[src/rtl/annp_pkg.sv]
// package: register map, field positions and reset values for the next-page register set
package annp_pkg;

    localparam logic [4:0]  ANNP_ADDR_EXPANSION  = 5'h06;
    localparam logic [4:0]  ANNP_ADDR_NP_TX      = 5'h07;
    localparam logic [4:0]  ANNP_ADDR_PARTNER_NP = 5'h08;

    // expansion register bit positions
    localparam int          EXP_PD_FAULT         = 4;
    localparam int          EXP_LP_NP_ABLE       = 3;
    localparam int          EXP_NP_ABLE          = 2;
    localparam int          EXP_PAGE_RX          = 1;
    localparam int          EXP_LP_AN_ABLE       = 0;

    // next-page code word bit positions
    localparam int          NP_MORE              = 15;
    localparam int          NP_ACK               = 14;
    localparam int          NP_MSG               = 13;
    localparam int          NP_ACK2              = 12;
    localparam int          NP_TOGGLE            = 11;
    localparam int          NP_CODE_MSB          = 10;

    localparam logic [10:0] NP_TX_CODE_RESET     = 11'h001;
    localparam logic        NP_TX_MSG_RESET      = 1'b1;
    localparam logic        EXP_NP_ABLE_RESET    = 1'b1;
    localparam logic [15:0] ANNP_ZERO_WORD       = 16'h0000;

    // management access request
    typedef struct packed {
        logic        rd;
        logic        wr;
        logic [4:0]  addr;
        logic [15:0] wdata;
    } annp_mgmt_req_t;

    // condition and event inputs from the autonegotiation engine
    typedef struct packed {
        logic        pd_fault;
        logic        lp_np_able;
        logic        local_np_able;
        logic        page_rx;
        logic        lp_an_able;
    } annp_an_status_t;

    // one received next-page code word
    typedef struct packed {
        logic        load;
        logic [15:0] word;
    } annp_rx_page_t;

endpackage

[src/rtl/annp_regs.sv]
// autonegotiation expansion, next-page transmit and partner next-page registers
// What this block does
// - expansion bit 4: parallel-detect fault, latched high
// - expansion bit 3: partner next-page able
// - expansion bit 2: local next-page able, default one
// - expansion bit 1: page received, latched high
// - expansion bit 0: partner autonegotiation able
// - transmit bit 15: more pages, writable, reset zero
// - transmit bit 13: message page, default one
// - transmit bit 12: acknowledge-two, writable, reset zero
// - transmit bit 11: read-only inverse of previous toggle
// - transmit code 10:0 reset one; bit 14 zero
// - partner bits 15,14,11 read-only, reset zero
// - partner bit 15 zero means last page
// - partner bits 13,12,10:0 writable, reset zero
// - acknowledge-two zero means cannot comply
// - toggle zero means previous was one; 15:5 reserved
`timescale 1ns/1ps

module annp_regs
    import annp_pkg::*;
(
    // clock and reset
    input  wire logic            clk_sys_i,
    input  wire logic            nrst_i,
    // management access
    input  wire annp_mgmt_req_t  mgmt_req_i,
    output logic [15:0]          mgmt_rdata_o,
    output logic                 mgmt_rvalid_o,
    // autonegotiation engine side
    input  wire annp_an_status_t an_status_i,
    input  wire annp_rx_page_t   rx_page_i,
    input  wire logic            tx_page_sent_i,
    output logic [15:0]          tx_code_word_o
);

    logic        rd_exp;
    logic        wr_tx;
    logic        wr_lp;
    logic        pd_fault_lh;
    logic        np_able_lh;
    logic        page_rx_lh;
    logic        tx_more;
    logic        tx_msg;
    logic        tx_ack2;
    logic        tx_toggle;
    logic [10:0] tx_code;
    logic        lp_more;
    logic        lp_ack;
    logic        lp_msg;
    logic        lp_ack2;
    logic        lp_toggle;
    logic [10:0] lp_code;
    logic [15:0] exp_word;
    logic [15:0] tx_word;
    logic [15:0] lp_word;
    logic [15:0] next_rdata;

    assign rd_exp = mgmt_req_i.rd && (mgmt_req_i.addr == ANNP_ADDR_EXPANSION);
    assign wr_tx  = mgmt_req_i.wr && (mgmt_req_i.addr == ANNP_ADDR_NP_TX);
    assign wr_lp  = mgmt_req_i.wr && (mgmt_req_i.addr == ANNP_ADDR_PARTNER_NP);

    // latching flags: a set in the read cycle wins, so no event is lost
    always_ff @(posedge clk_sys_i or negedge nrst_i) begin
        if (!nrst_i) begin
            pd_fault_lh <= 1'b0;
            np_able_lh  <= EXP_NP_ABLE_RESET;
            page_rx_lh  <= 1'b0;
        end else begin
            if (an_status_i.pd_fault) begin
                pd_fault_lh <= 1'b1;
            end else if (rd_exp) begin
                pd_fault_lh <= 1'b0;
            end
            if (an_status_i.local_np_able) begin
                np_able_lh <= 1'b1;
            end else if (rd_exp) begin
                np_able_lh <= 1'b0;
            end
            if (an_status_i.page_rx || rx_page_i.load) begin
                page_rx_lh <= 1'b1;
            end else if (rd_exp) begin
                page_rx_lh <= 1'b0;
            end
        end
    end

    // transmit next-page fields written by management
    always_ff @(posedge clk_sys_i or negedge nrst_i) begin
        if (!nrst_i) begin
            tx_more <= 1'b0;
            tx_msg  <= NP_TX_MSG_RESET;
            tx_ack2 <= 1'b0;
            tx_code <= NP_TX_CODE_RESET;
        end else if (wr_tx) begin
            tx_more <= mgmt_req_i.wdata[NP_MORE];
            tx_msg  <= mgmt_req_i.wdata[NP_MSG];
            tx_ack2 <= mgmt_req_i.wdata[NP_ACK2];
            tx_code <= mgmt_req_i.wdata[NP_CODE_MSB:0];
        end
    end

    // toggle flips after each sent code word; software cannot write it
    always_ff @(posedge clk_sys_i or negedge nrst_i) begin
        if (!nrst_i) begin
            tx_toggle <= 1'b0;
        end else if (tx_page_sent_i) begin
            tx_toggle <= ~tx_toggle;
        end
    end

    // partner word: engine loads it; writable fields also take management writes
    always_ff @(posedge clk_sys_i or negedge nrst_i) begin
        if (!nrst_i) begin
            lp_more   <= 1'b0;
            lp_ack    <= 1'b0;
            lp_toggle <= 1'b0;
            lp_msg    <= 1'b0;
            lp_ack2   <= 1'b0;
            lp_code   <= '0;
        end else if (rx_page_i.load) begin
            lp_more   <= rx_page_i.word[NP_MORE];
            lp_ack    <= rx_page_i.word[NP_ACK];
            lp_toggle <= rx_page_i.word[NP_TOGGLE];
            lp_msg    <= rx_page_i.word[NP_MSG];
            lp_ack2   <= rx_page_i.word[NP_ACK2];
            lp_code   <= rx_page_i.word[NP_CODE_MSB:0];
        end else if (wr_lp) begin
            lp_msg    <= mgmt_req_i.wdata[NP_MSG];
            lp_ack2   <= mgmt_req_i.wdata[NP_ACK2];
            lp_code   <= mgmt_req_i.wdata[NP_CODE_MSB:0];
        end
    end

    always_comb begin
        exp_word                 = ANNP_ZERO_WORD;
        exp_word[EXP_PD_FAULT]   = pd_fault_lh;
        exp_word[EXP_LP_NP_ABLE] = an_status_i.lp_np_able;
        exp_word[EXP_NP_ABLE]    = np_able_lh;
        exp_word[EXP_PAGE_RX]    = page_rx_lh;
        exp_word[EXP_LP_AN_ABLE] = an_status_i.lp_an_able;
    end

    // bit 14 of the transmit word stays zero
    assign tx_word = {tx_more, 1'b0, tx_msg, tx_ack2, tx_toggle, tx_code};
    assign lp_word = {lp_more, lp_ack, lp_msg, lp_ack2, lp_toggle, lp_code};

    always_comb begin
        next_rdata = ANNP_ZERO_WORD;
        if (mgmt_req_i.rd) begin
            unique case (mgmt_req_i.addr)
                ANNP_ADDR_EXPANSION:  next_rdata = exp_word;
                ANNP_ADDR_NP_TX:      next_rdata = tx_word;
                ANNP_ADDR_PARTNER_NP: next_rdata = lp_word;
                default:              next_rdata = ANNP_ZERO_WORD;
            endcase
        end
    end

    // read data registered: it shows flags before the read clears them
    always_ff @(posedge clk_sys_i or negedge nrst_i) begin
        if (!nrst_i) begin
            mgmt_rdata_o  <= ANNP_ZERO_WORD;
            mgmt_rvalid_o <= 1'b0;
        end else begin
            mgmt_rdata_o  <= next_rdata;
            mgmt_rvalid_o <= mgmt_req_i.rd;
        end
    end

    always_ff @(posedge clk_sys_i or negedge nrst_i) begin
        if (!nrst_i) begin
            tx_code_word_o <= {1'b0, 1'b0, NP_TX_MSG_RESET, 1'b0, 1'b0, NP_TX_CODE_RESET};
        end else begin
            tx_code_word_o <= tx_word;
        end
    end

endmodule

[config.mk]
export PLATFORM = sky130hd
export DESIGN_NAME = annp_regs
export DESIGN_NICKNAME = d
export VERILOG_FILES = /design/src/rtl/annp_pkg.sv /design/src/rtl/annp_regs.sv
export SDC_FILE = /design/constraint.sdc
export NUM_CORES = 1
export LEC_CHECK = 0
export BUFFER_PORTS_ARGS = -buffer_cell sky130_fd_sc_hd__buf_2
export CORE_ASPECT_RATIO = 0.8
export CORE_UTILIZATION = 51
export DETAILED_ROUTE_END_ITERATION = 16
export PLACE_DENSITY = 0.85
export SLEW_MARGIN = 10
export SYNTH_ARGS = -nofsm -noshare
export SYNTH_HDL_FRONTEND = slang
export SYNTH_SLANG_ARGS = --single-unit
[constraint.sdc]
create_clock -name clk_sys_i -period 1.1 [get_ports clk_sys_i]
set_input_delay 0.165 -clock clk_sys_i [delete_from_list [all_inputs] [get_ports clk_sys_i]]
set_output_delay 0.165 -clock clk_sys_i [all_outputs]
set_load 0.05 [all_outputs]
==> out/metrics.csv, run 1 <==
metric,value,unit
status,"complete, but fails checks",
failing checks,"design-rule violations, negative setup slack",
worst skew pair latency,0.34,ns
"commonest cells after routing, fill and taps aside","dfrtp_1 (61), buf_2 (47), buf_4 (34), nand3_1 (30), a21oi_1 (23)",
placed insts,361,
setup ws final,-0.07896,ns
initial DRC count,154,
routing usage on met2,0.3740,
H-tree levels,3,
initial core utilization,0.5360,
DRT antenna net count,0,
die area,0.005651,sq mm
Critical Path Start,tx_code_word_o[13],
"Arr. time, crit path",1.01,ns
"FF+latch count, synth",66,
global-route wire length before repair,10220,um
Reg2Reg Depth,2,
setup bufs post-CTS,0,
Ports,81,
maximum vdd drop,1.118,mV
Seq. cell area,0.001658,sq mm
Worst Hold End,page_rx_lh,
hold path startpoint,an_status_i[1],
Syn Nets,270,
vias post-DR,2112,
DP Area,0.003258,sq mm
final worst path period need,1.179,ns
final instance area,0.003591,sq mm
syn_area_per_cell,12.30,sq um
antenna violations before repair,0,
met3 Track Usage GR,0.07946,
final slew viol count,0,
CTS root buffer,clkbuf_8,
layout cell share with drive strength beyond 1,0.4250,
GR peak layer,met2,
Max-cap violations,0,
clk slew on worst S/H paths,0.07,ns
Final setup viols,2,
CTS buffer count,9,
clock buffer depth,2,
HPWL Detailed,4281,um
WHS Path Cells,2,
drt wl/cell,16.72,um
ratio of final minimum period to clock period,1.072,
GRT Util Overall,0.2435,
area of the multi-input gates,953.4,sq um
routing usage on met1,0.3174,
CP max stage delay,0.54,ns
Syn Std Cell Area,0.002730,sq mm
Final Hold Viols,0,
P_leak,1.634,nW
filler cell count,393,
Mapped Cells,222,
critical path's slowest cell,dfstp_2,
largest net degree at the start of global routing,67,
synth warn,0,
critical path type,flop to primary output,
Area Growth Syn to Fin,31.53,%
"most common cell after layout, fill and taps aside",dfrtp_1,
Critical Path Start Type,flop,
"Cell Count, Final, Fillers Out",382,
TritonCTS clock tree,done,
sequential area share after synthesis,0.6072,
Util after Layout,0.7050,
die width,83.80,um
post-synth cell types,31,
Post-route DRC,12,
worst r2r src,tx_msg,
Clock Sinks,66,
ant diodes,0,
vias per inst,5.529,
worst hold slack,0.04001,ns
worst-case clock skew,0.005525,ns
Rows,23,
Max Freq,848.2,MHz
Layout Nets,363,
Hold Crit Class,primary input to flop,
reg-to-reg critical path endpoint,mgmt_rdata_o[13],
CP Capture Type,primary output,
r2r setup slk,0.21,ns
final WL,6386,um
Die Y-Extent,67.44,um
Final GP Congestion,0.8607,
grt ovf,0,
worst endpoint required time,0.94,ns
port buffer count,77,
RSZ-0062 raised after global routing,yes,
Fin Setup TNS,-0.1565,ns
CP top delay family,flip-flops,
core area,0.005094,sq mm
Pwr per Cell Area,1706,mW/mm^2
DR pass1 iterations,10,
vias in the first global route,2029,
CP Cell Sequence,buf_8,
crit path max fanout,1,
worst path bufs/invs,1,
==> metrics by stage <==
step / setup slack [ns] / power, mW
after CTS: -0.09203 / 6.089
final: -0.07896 / 6.126
after global routing: -0.1192 / 6.385
after floorplan: -0.2588 / 3.690
after detailed placement: -0.2684 / 4.096
after global placement: -0.2138 / 4.058
==> sequential cells by signal (all words and copies together) (netlist names), 11 cells and up <==
signal	count
mgmt_rdata_o	16
tx_code_word_o	15
tx_code	11
lp_code	11
==> worst max path at each step <==
stage / endpoint / slack [ns] / cells after the start
6_report: tx_code_word_o[13] / -0.08 / 1
4_1_cts: tx_code_word_o[13] / -0.09 / 1
3_5_place_dp: lp_code[1] / -0.27 / 4
2_1_floorplan: tx_code[1] / -0.26 / 7
5_1_grt: tx_code_word_o[0] / -0.12 / 1
3_3_place_gp: lp_code[8] / -0.21 / 4
==> synthesized netlist by cell type, drive strengths merged <==
master,number,area share
clkbuf,9,0.012
conb,1,0.0014
dfstp,5,0.048
dfrtp,61,0.56
xor2,1,0.0032
and2,1,0.0032
inv,1,0.0014
and4b,1,0.0037
nor3b,1,0.0028
a21oi,23,0.042
o211ai,1,0.0028
o21ai,13,0.024
a31oi,18,0.041
or4b,1,0.0050
nand2b,1,0.0023
a211o,1,0.0032
nor3,1,0.0018
nor2b,14,0.032
and3b,1,0.0032
nand2,1,0.0014
nand4b,6,0.019
nand3,30,0.055
mux2,17,0.084
a21o,2,0.0055
buf,10,0.037
nor4b,1,0.0055
==> repair_timing <==
| action | CTS | global route |
|---|---|---|
| gates resized for setup | 6 | 47 |
| hold buffers | 5 | 0 |
| hold endpoints to repair | 65 | 0 |
| setup endpoints to repair | 4 | 29 |
| pin swaps | 0 | 0 |
==> metal layers <==
layer / share of wire / wire length [um]
met5: 0 / 0
met4: 0.023 / 146
met3: 0.060 / 381
met2: 0.47 / 3005
met1: 0.45 / 2853
==> cell families after synthesis <==
logic type | count (synthesis) | synth area share
AND/OR/NAND/NOR | 59 | 0.1352
buffers and inverters | 20 | 0.05041
other | 1 | 0.001374
XOR/XNOR | 1 | 0.003209
AO/OA/AOI/OAI | 58 | 0.1187
flip-flops | 66 | 0.6072
multiplexers | 17 | 0.08387
==> power breakdown <==
| part | total, mW | internal [mW] | switching, mW | leakage [nW] |
|---|---|---|---|---|
| Combinational | 1.25 | 0.488 | 0.759 | 0.721 |
| Clock | 1.96 | 1.10 | 0.856 | 0.0974 |
| Sequential | 2.92 | 2.75 | 0.174 | 0.816 |
==> final cells by class <==
class	instances	area share
timing repair buffer	101	0.1976
multi-input combinational	136	0.2655
clock inverter	3	0.01115
sequential	66	0.4617
inverter	1	0.001045
tap	62	0.02160
clock buffer	13	0.04146
No activity file was read; power rests on OpenSTA's default activity.
==> run 2: changes to the inputs <==
ABC_AREA = 1   (was unset)
==> run 2 against run 1 <==
Against the previous run:
- largest cell class unchanged
- maximum frequency is 0.87% lower
- highest routed layer unchanged
- the flow still finishes with violations (design-rule violations, negative setup slack)
- via count is 9.7% higher
- cell area is 2.9% higher
- sequential share of layout area is 1.3 points lower
- synthesized area is 2.2% higher
==> out/metrics.csv, run 2 <==
metric,value,unit,change
Highest Signal Layer,met4,,
sequential area share after synthesis,0.5944,,-0.01280
"count leader, synth",nand2_1,,
critical path type,flop to primary output,,
WL met3,522,um,+37%
maximum vdd drop,1.027,mV,-8.1%
ratio of final minimum period to clock period,1.081,,+0.009421
"Arr. time, crit path",1.02,ns,about the same
DR pass1 iterations,14,,+4
GRT Util Overall,0.2330,,-0.01054
initial DRC count,185,,+20%
worst path bufs/invs,1,,unchanged
clk slew on worst S/H paths,0.07,ns,about the same
global-route wire length before repair,9846,um,-3.6%
P_leak,1.967,nW,+20%
Post-synth EDFFs,0,,unchanged
CP max stage delay,0.53,ns,about the same
RSZ-0062 raised after global routing,yes,,
H-tree levels,3,,unchanged
Max Freq,840.8,MHz,-0.87%
critical path's slowest cell,dfstp_2,,
Rows,23,,unchanged
number of flip-flops in the largest register,16,,unchanged
vias in the first global route,2130,,+5.0%
antenna violations before repair,0,,unchanged
Hold Crit Class,primary input to flop,,
Final Hold Viols,0,,unchanged
worst-case clock skew,0.008340,ns,+0.002816 ns
port buffer count,77,,unchanged
synth cell count leaders,"nand2_1 (79), dfrtp_1 (61), inv_1 (25), nand4_1 (25), nand3_1 (20)",,
Pwr per Cell Area,1795,mW/mm^2,+5.2%
syn_area_per_cell,9.684,sq um,-21%
largest area contributor in the netlist,dfrtp_1,,
"most common cell after layout, fill and taps aside",nand2_1,,
setup bufs post-CTS,0,,unchanged
synth top area cells,"dfrtp_1 (55%), nand2_1 (11%), nand4_1 (5.6%), dfstp_2 (4.7%), o21ai_2 (4.1%)",,
clock buffer depth,2,,unchanged
die width,84.68,um,+1.0%
Synth top area share,0.5473,,-0.01179
vias per inst,5.195,,-6.0%
Area Growth Syn to Fin,32.48,%,
Final setup viols,2,,unchanged
TritonCTS clock tree,done,,
CTS buffer count,9,,unchanged
vias post-DR,2317,,+9.7%
Largest Register,mgmt_rdata_o,,
Syn Nets,336,,+24%
worst hold slack,0.009427,ns,-0.03059 ns
final instance area,0.003695,sq mm,+2.9%
grt ovf,0,,unchanged
status,"complete, but fails checks",,
Clock Sinks,66,,unchanged
DP Area,0.003289,sq mm,+0.96%
CP Capture Type,primary output,,
Fin Setup TNS,-0.1782,ns,-0.02167 ns
die area,0.005770,sq mm,+2.1%
Post-route DRC,1,,-11
Regs by FF count,"mgmt_rdata_o (16), tx_code_word_o (15)",,
final worst path period need,1.189,ns,+0.01036 ns
synth warn,0,,unchanged
prevailing post-synth register cell,dfrtp_1,,
HPWL Detailed,4318,um,+0.89%
crit path max fanout,1,,unchanged
Layout Nets,427,,+18%
core area,0.005122,sq mm,+0.56%
Util after Layout,0.7213,,+0.01631
Final GP Congestion,0.8890,,+3.3%
Ports,81,,unchanged
Die Y-Extent,68.14,um,+1.0%
final WL,6320,um,-1.0%
M1 WL,2669,um,-6.4%
drt wl/cell,14.17,um,-15%
failing checks,"design-rule violations, negative setup slack",,
CP top delay family,flip-flops,,
CP Cell Sequence,buf_6,,
layout cell share with drive strength beyond 1,0.3620,,-0.06302
setup ws final,-0.08932,ns,-0.01036 ns
CTS root buffer,clkbuf_8,,
DRT antenna net count,0,,unchanged
initial core utilization,0.5445,,+0.008469
Critical Path Start Type,flop,,
metal2 WL,2947,um,-1.9%
final slew viol count,0,,unchanged
"FF+latch count, synth",66,,unchanged
worst endpoint required time,0.94,ns,about the same
Mapped Cells,288,,+30%
worst skew pair latency,0.35,ns,about the same
Max-cap violations,0,,unchanged
Async SR Flop Fraction,1.000,,unchanged
"commonest cells after routing, fill and taps aside","nand2_1 (79), dfrtp_1 (61), buf_2 (45), buf_4 (33)",,
largest net degree at the start of global routing,67,,unchanged
post-synth cell types,23,,-26%
"worst slack, placed",-0.1831,ns,+0.08530 ns
Syn Std Cell Area,0.002789,sq mm,+2.2%
ant diodes,0,,unchanged
==> run 2: logic make-up (layout without fill, tap and decap cells) <==
logic type,after synthesis,count (layout),synth area share
buffers and inverters,45,141,0.07716
xor gates and xnor gates,1,1,0.003141
other,1,1,0.001345
and+or+nand+nor,135,135,0.2328
AOI/OAI and AO/OA,40,40,0.09107
DFF,66,66,0.5944
==> run 2: layer usage <==
metal,vias up,GRT usage
li1,1128,-
met1,1069,0.2855
met2,105,0.3750
met3,15,0.09530
met4,0,0.09110
met5,-,0
==> run 2: what timing repair did <==
item                       CTS  global route
hold buffers                 2             0
gates cloned                 0             0
gates resized for setup     20            45
hold endpoints to repair    62             0
pin swaps                    0             0
setup endpoints to repair   16            27
==> run 2: power breakdown <==
part | switching (mW) | total (mW) | internal [mW]
clock network | 0.935 | 2.43 | 1.50
registers | 0.180 | 2.92 | 2.74
logic | 0.832 | 1.28 | 0.443
==> run 2: layout make-up <==
class                      count  area, sq um
sequential                    66         1658
fill                         367         1428
multi-input combinational    177        915.9
timing repair buffer          97        696.9
clock buffer                   9        123.9
clock inverter                 7        117.6
inverter                      28        105.1
tap                           62        77.57
==> run 2: per-stage QoR <==
stage,total power [mW],cells
after CTS,6.579,446
final,6.633,446
after detailed placement,4.091,428
after global routing,6.911,446
after global placement,4.052,428
after floorplan,3.698,288
==> run 2: final timing paths <==
path,cells past startpoint,start,to,slack (ns)
max,1,tx_code_word_o[13],tx_code_word_o[13],-0.09
min,2,an_status_i[4],pd_fault_lh,0.009
max reg2reg,4,tx_code[0],mgmt_rdata_o[0],0.20
min reg2reg,0,tx_msg,tx_code_word_o[13],0.38
max in group asynchronous,3,nrst_i,tx_code[0],0.42
min in group asynchronous,3,nrst_i,tx_code_word_o[11],0.36
==> run 3: changes to the inputs <==
BUFFER_PORTS_ARGS = unset   (was -buffer_cell sky130_fd_sc_hd__buf_2)
CORE_MARGIN = 1.5   (was unset)
CORE_UTILIZATION = 60   (was 51)
DONT_BUFFER_PORTS = 1   (was unset)
PLACE_DENSITY = 0.82   (was 0.85)
TNS_END_PERCENT = 10   (was unset)
==> run 3 against run 2 <==
Against the previous run:
- worst setup slack improved by 0.011 ns
- die area down 12%
- the flow finishes with violations (negative hold slack, negative setup slack)
- count of clock-buffer cells in the layout rose by 4
- clock power shrank 8%
- highest routed layer unchanged
- clock skew decreased by 0.0045 ns
- sequential cell count unchanged
- total power is 7.8% lower
- sequential power rose by 15%
- non-clock buffer count shrank 57
- sequential share of layout area rose by 5.3 points
- final cell count fell by 14%
==> out/metrics.csv, run 3 (synthesized netlist as in run 2, its figures left out) <==
metric,value,unit,change
HPWL Detailed,3958,um,-8.3%
Critical Path Start,tx_code_word_o[0],,
Hold Crit Class,primary input to async pin,,
"worst slack, placed",-0.08087,ns,+0.1022 ns
vias in the first global route,2130,,unchanged
vias per inst,5.655,,+8.9%
failing checks,"negative hold slack, negative setup slack",,
status,"complete, but fails checks",,
die area,0.005069,sq mm,-12%
worst skew pair latency,0.33,ns,-0.02 ns
placed insts,344,,-20%
Layout Nets,370,,-13%
filler cell count,295,,-20%
Regs by FF count,"mgmt_rdata_o (16), tx_code_word_o (15)",,
CTS Hold Bufs,24,,+22
Area Growth Syn to Fin,20.86,%,
Die Y-Extent,63.98,um,-6.1%
antenna violations before repair,0,,unchanged
P_leak,1.646,nW,-16%
final slew viol count,0,,unchanged
CTS root buffer,clkbuf_8,,
"commonest cells after routing, fill and taps aside","nand2_1 (79), dfrtp_1 (34), dfrtp_2 (27), inv_1 (25), nand4_1 (25)",,
Post-route DRC,0,,-1
Largest Register,mgmt_rdata_o,,
TritonCTS clock tree,done,,
Max-cap violations,0,,unchanged
GRT Util Overall,0.2750,,+0.04208
DR pass1 iterations,5,,-9
Pwr per Cell Area,1815,mW/mm^2,+1.1%
H-tree levels,3,,unchanged
initial core utilization,0.6472,,+0.1028
maximum vdd drop,1.194,mV,+16%
worst-case clock skew,0.003837,ns,-0.004504 ns
Final setup viols,2,,unchanged
clk slew on worst S/H paths,0.07,ns,about the same
initial DRC count,103,,-44%
DRT antenna net count,0,,unchanged
setup ws final,-0.07822,ns,+0.01110 ns
worst endpoint required time,0.94,ns,about the same
Critical Path Start Type,flop,,
setup bufs post-CTS,0,,unchanged
drt wl/cell,16.21,um,+14%
CTS buffer count,9,,unchanged
critical path type,flop to primary output,,
ratio of final minimum period to clock period,1.071,,-0.01009
CP Capture Type,primary output,,
"most common cell after layout, fill and taps aside",nand2_1,,
Fin Setup TNS,-0.1556,ns,+0.02267 ns
Clock Sinks,66,,unchanged
Rows,21,,-8.7%
worst hold slack,-0.4815,ns,-0.4909 ns
worst r2r src,tx_code[0],,
final worst path period need,1.178,ns,-0.01110 ns
die width,79.23,um,-6.4%
Final GP Congestion,0.7789,,-12%
global-route wire length before repair,10160,um,+3.2%
port buffer count,0,,-100%
total chip power,6.118,mW,-7.8%
core area,0.004309,sq mm,-16%
clock buffer depth,2,,unchanged
crit path max fanout,1,,unchanged
layout cell share with drive strength beyond 1,0.2577,,-0.1043
number of flip-flops in the largest register,16,,unchanged
RSZ-0062 raised after global routing,yes,,
final WL,6208,um,-1.8%
Ports,81,,unchanged
"Arr. time, crit path",1.01,ns,about the same
Final Hold Viols,66,,+66
largest net degree at the start of global routing,67,,unchanged
"Cell Count, Final, Fillers Out",383,,-14%
Max Freq,848.7,MHz,+0.94%
grt ovf,0,,unchanged
vias post-DR,2166,,-6.5%
ant diodes,0,,unchanged
[run 3: layer usage]
| layer | track usage | wire [um] | vias up |
|---|---|---|---|
| met2 | 0.4412 | 3088 | 123 |
| met5 | 0 | 0 | - |
| li1 | - | - | 1008 |
| met4 | 0.08333 | 54 | 0 |
| met3 | 0.1100 | 543 | 8 |
| met1 | 0.3450 | 2522 | 1027 |
[run 3: timing repair]
| item | 4_1_cts | 5_1_grt |
|---|---|---|
| endpoints found under the hold margin | 94 | 66 |
| resized for setup | 27 | 2 |
| setup endpoints to repair | 29 | 4 |
[run 3: cell type report]
class | count | area [sq um] | area share
sequential | 66 | 1692 | 0.5019
multi-input combinational | 177 | 915.9 | 0.2717
timing repair buffer | 40 | 367.9 | 0.1091
clock buffer | 13 | 158.9 | 0.04714
inverter | 28 | 105.1 | 0.03118
tap | 57 | 71.32 | 0.02116
clock inverter | 2 | 60.06 | 0.01782
[run 3: final timing paths]
kind	to	slack, ns	cells past startpoint
worst min register to register	tx_code_word_o[13]	0.37	0
worst min-delay path	tx_code_word_o[11]	-0.48	0
worst max register to register	mgmt_rdata_o[0]	0.18	4
max in group asynchronous	np_able_lh	1.40	0
min in group clk_sys_i	lp_code[0]	0.04	3
worst max-delay path	tx_code_word_o[0]	-0.08	0
[run 3: through the flow]
step                  util  instance area (sq um)
floorplan                -                   2789
global placement    0.6661                   2870
detailed placement  0.6661                   2870
CTS                 0.7805                   3363
global route        0.7822                   3371
finish              0.7822                   3371
[run 3: where the power goes]
part / total [mW] / internal, mW / leakage, nW / switching, mW
Sequential: 3.36 / 2.77 / 0.796 / 0.592
Combinational: 0.527 / 0.233 / 0.740 / 0.294
Clock: 2.23 / 1.39 / 0.110 / 0.842
Total: 6.12 / 4.39 / 1.65 / 1.73
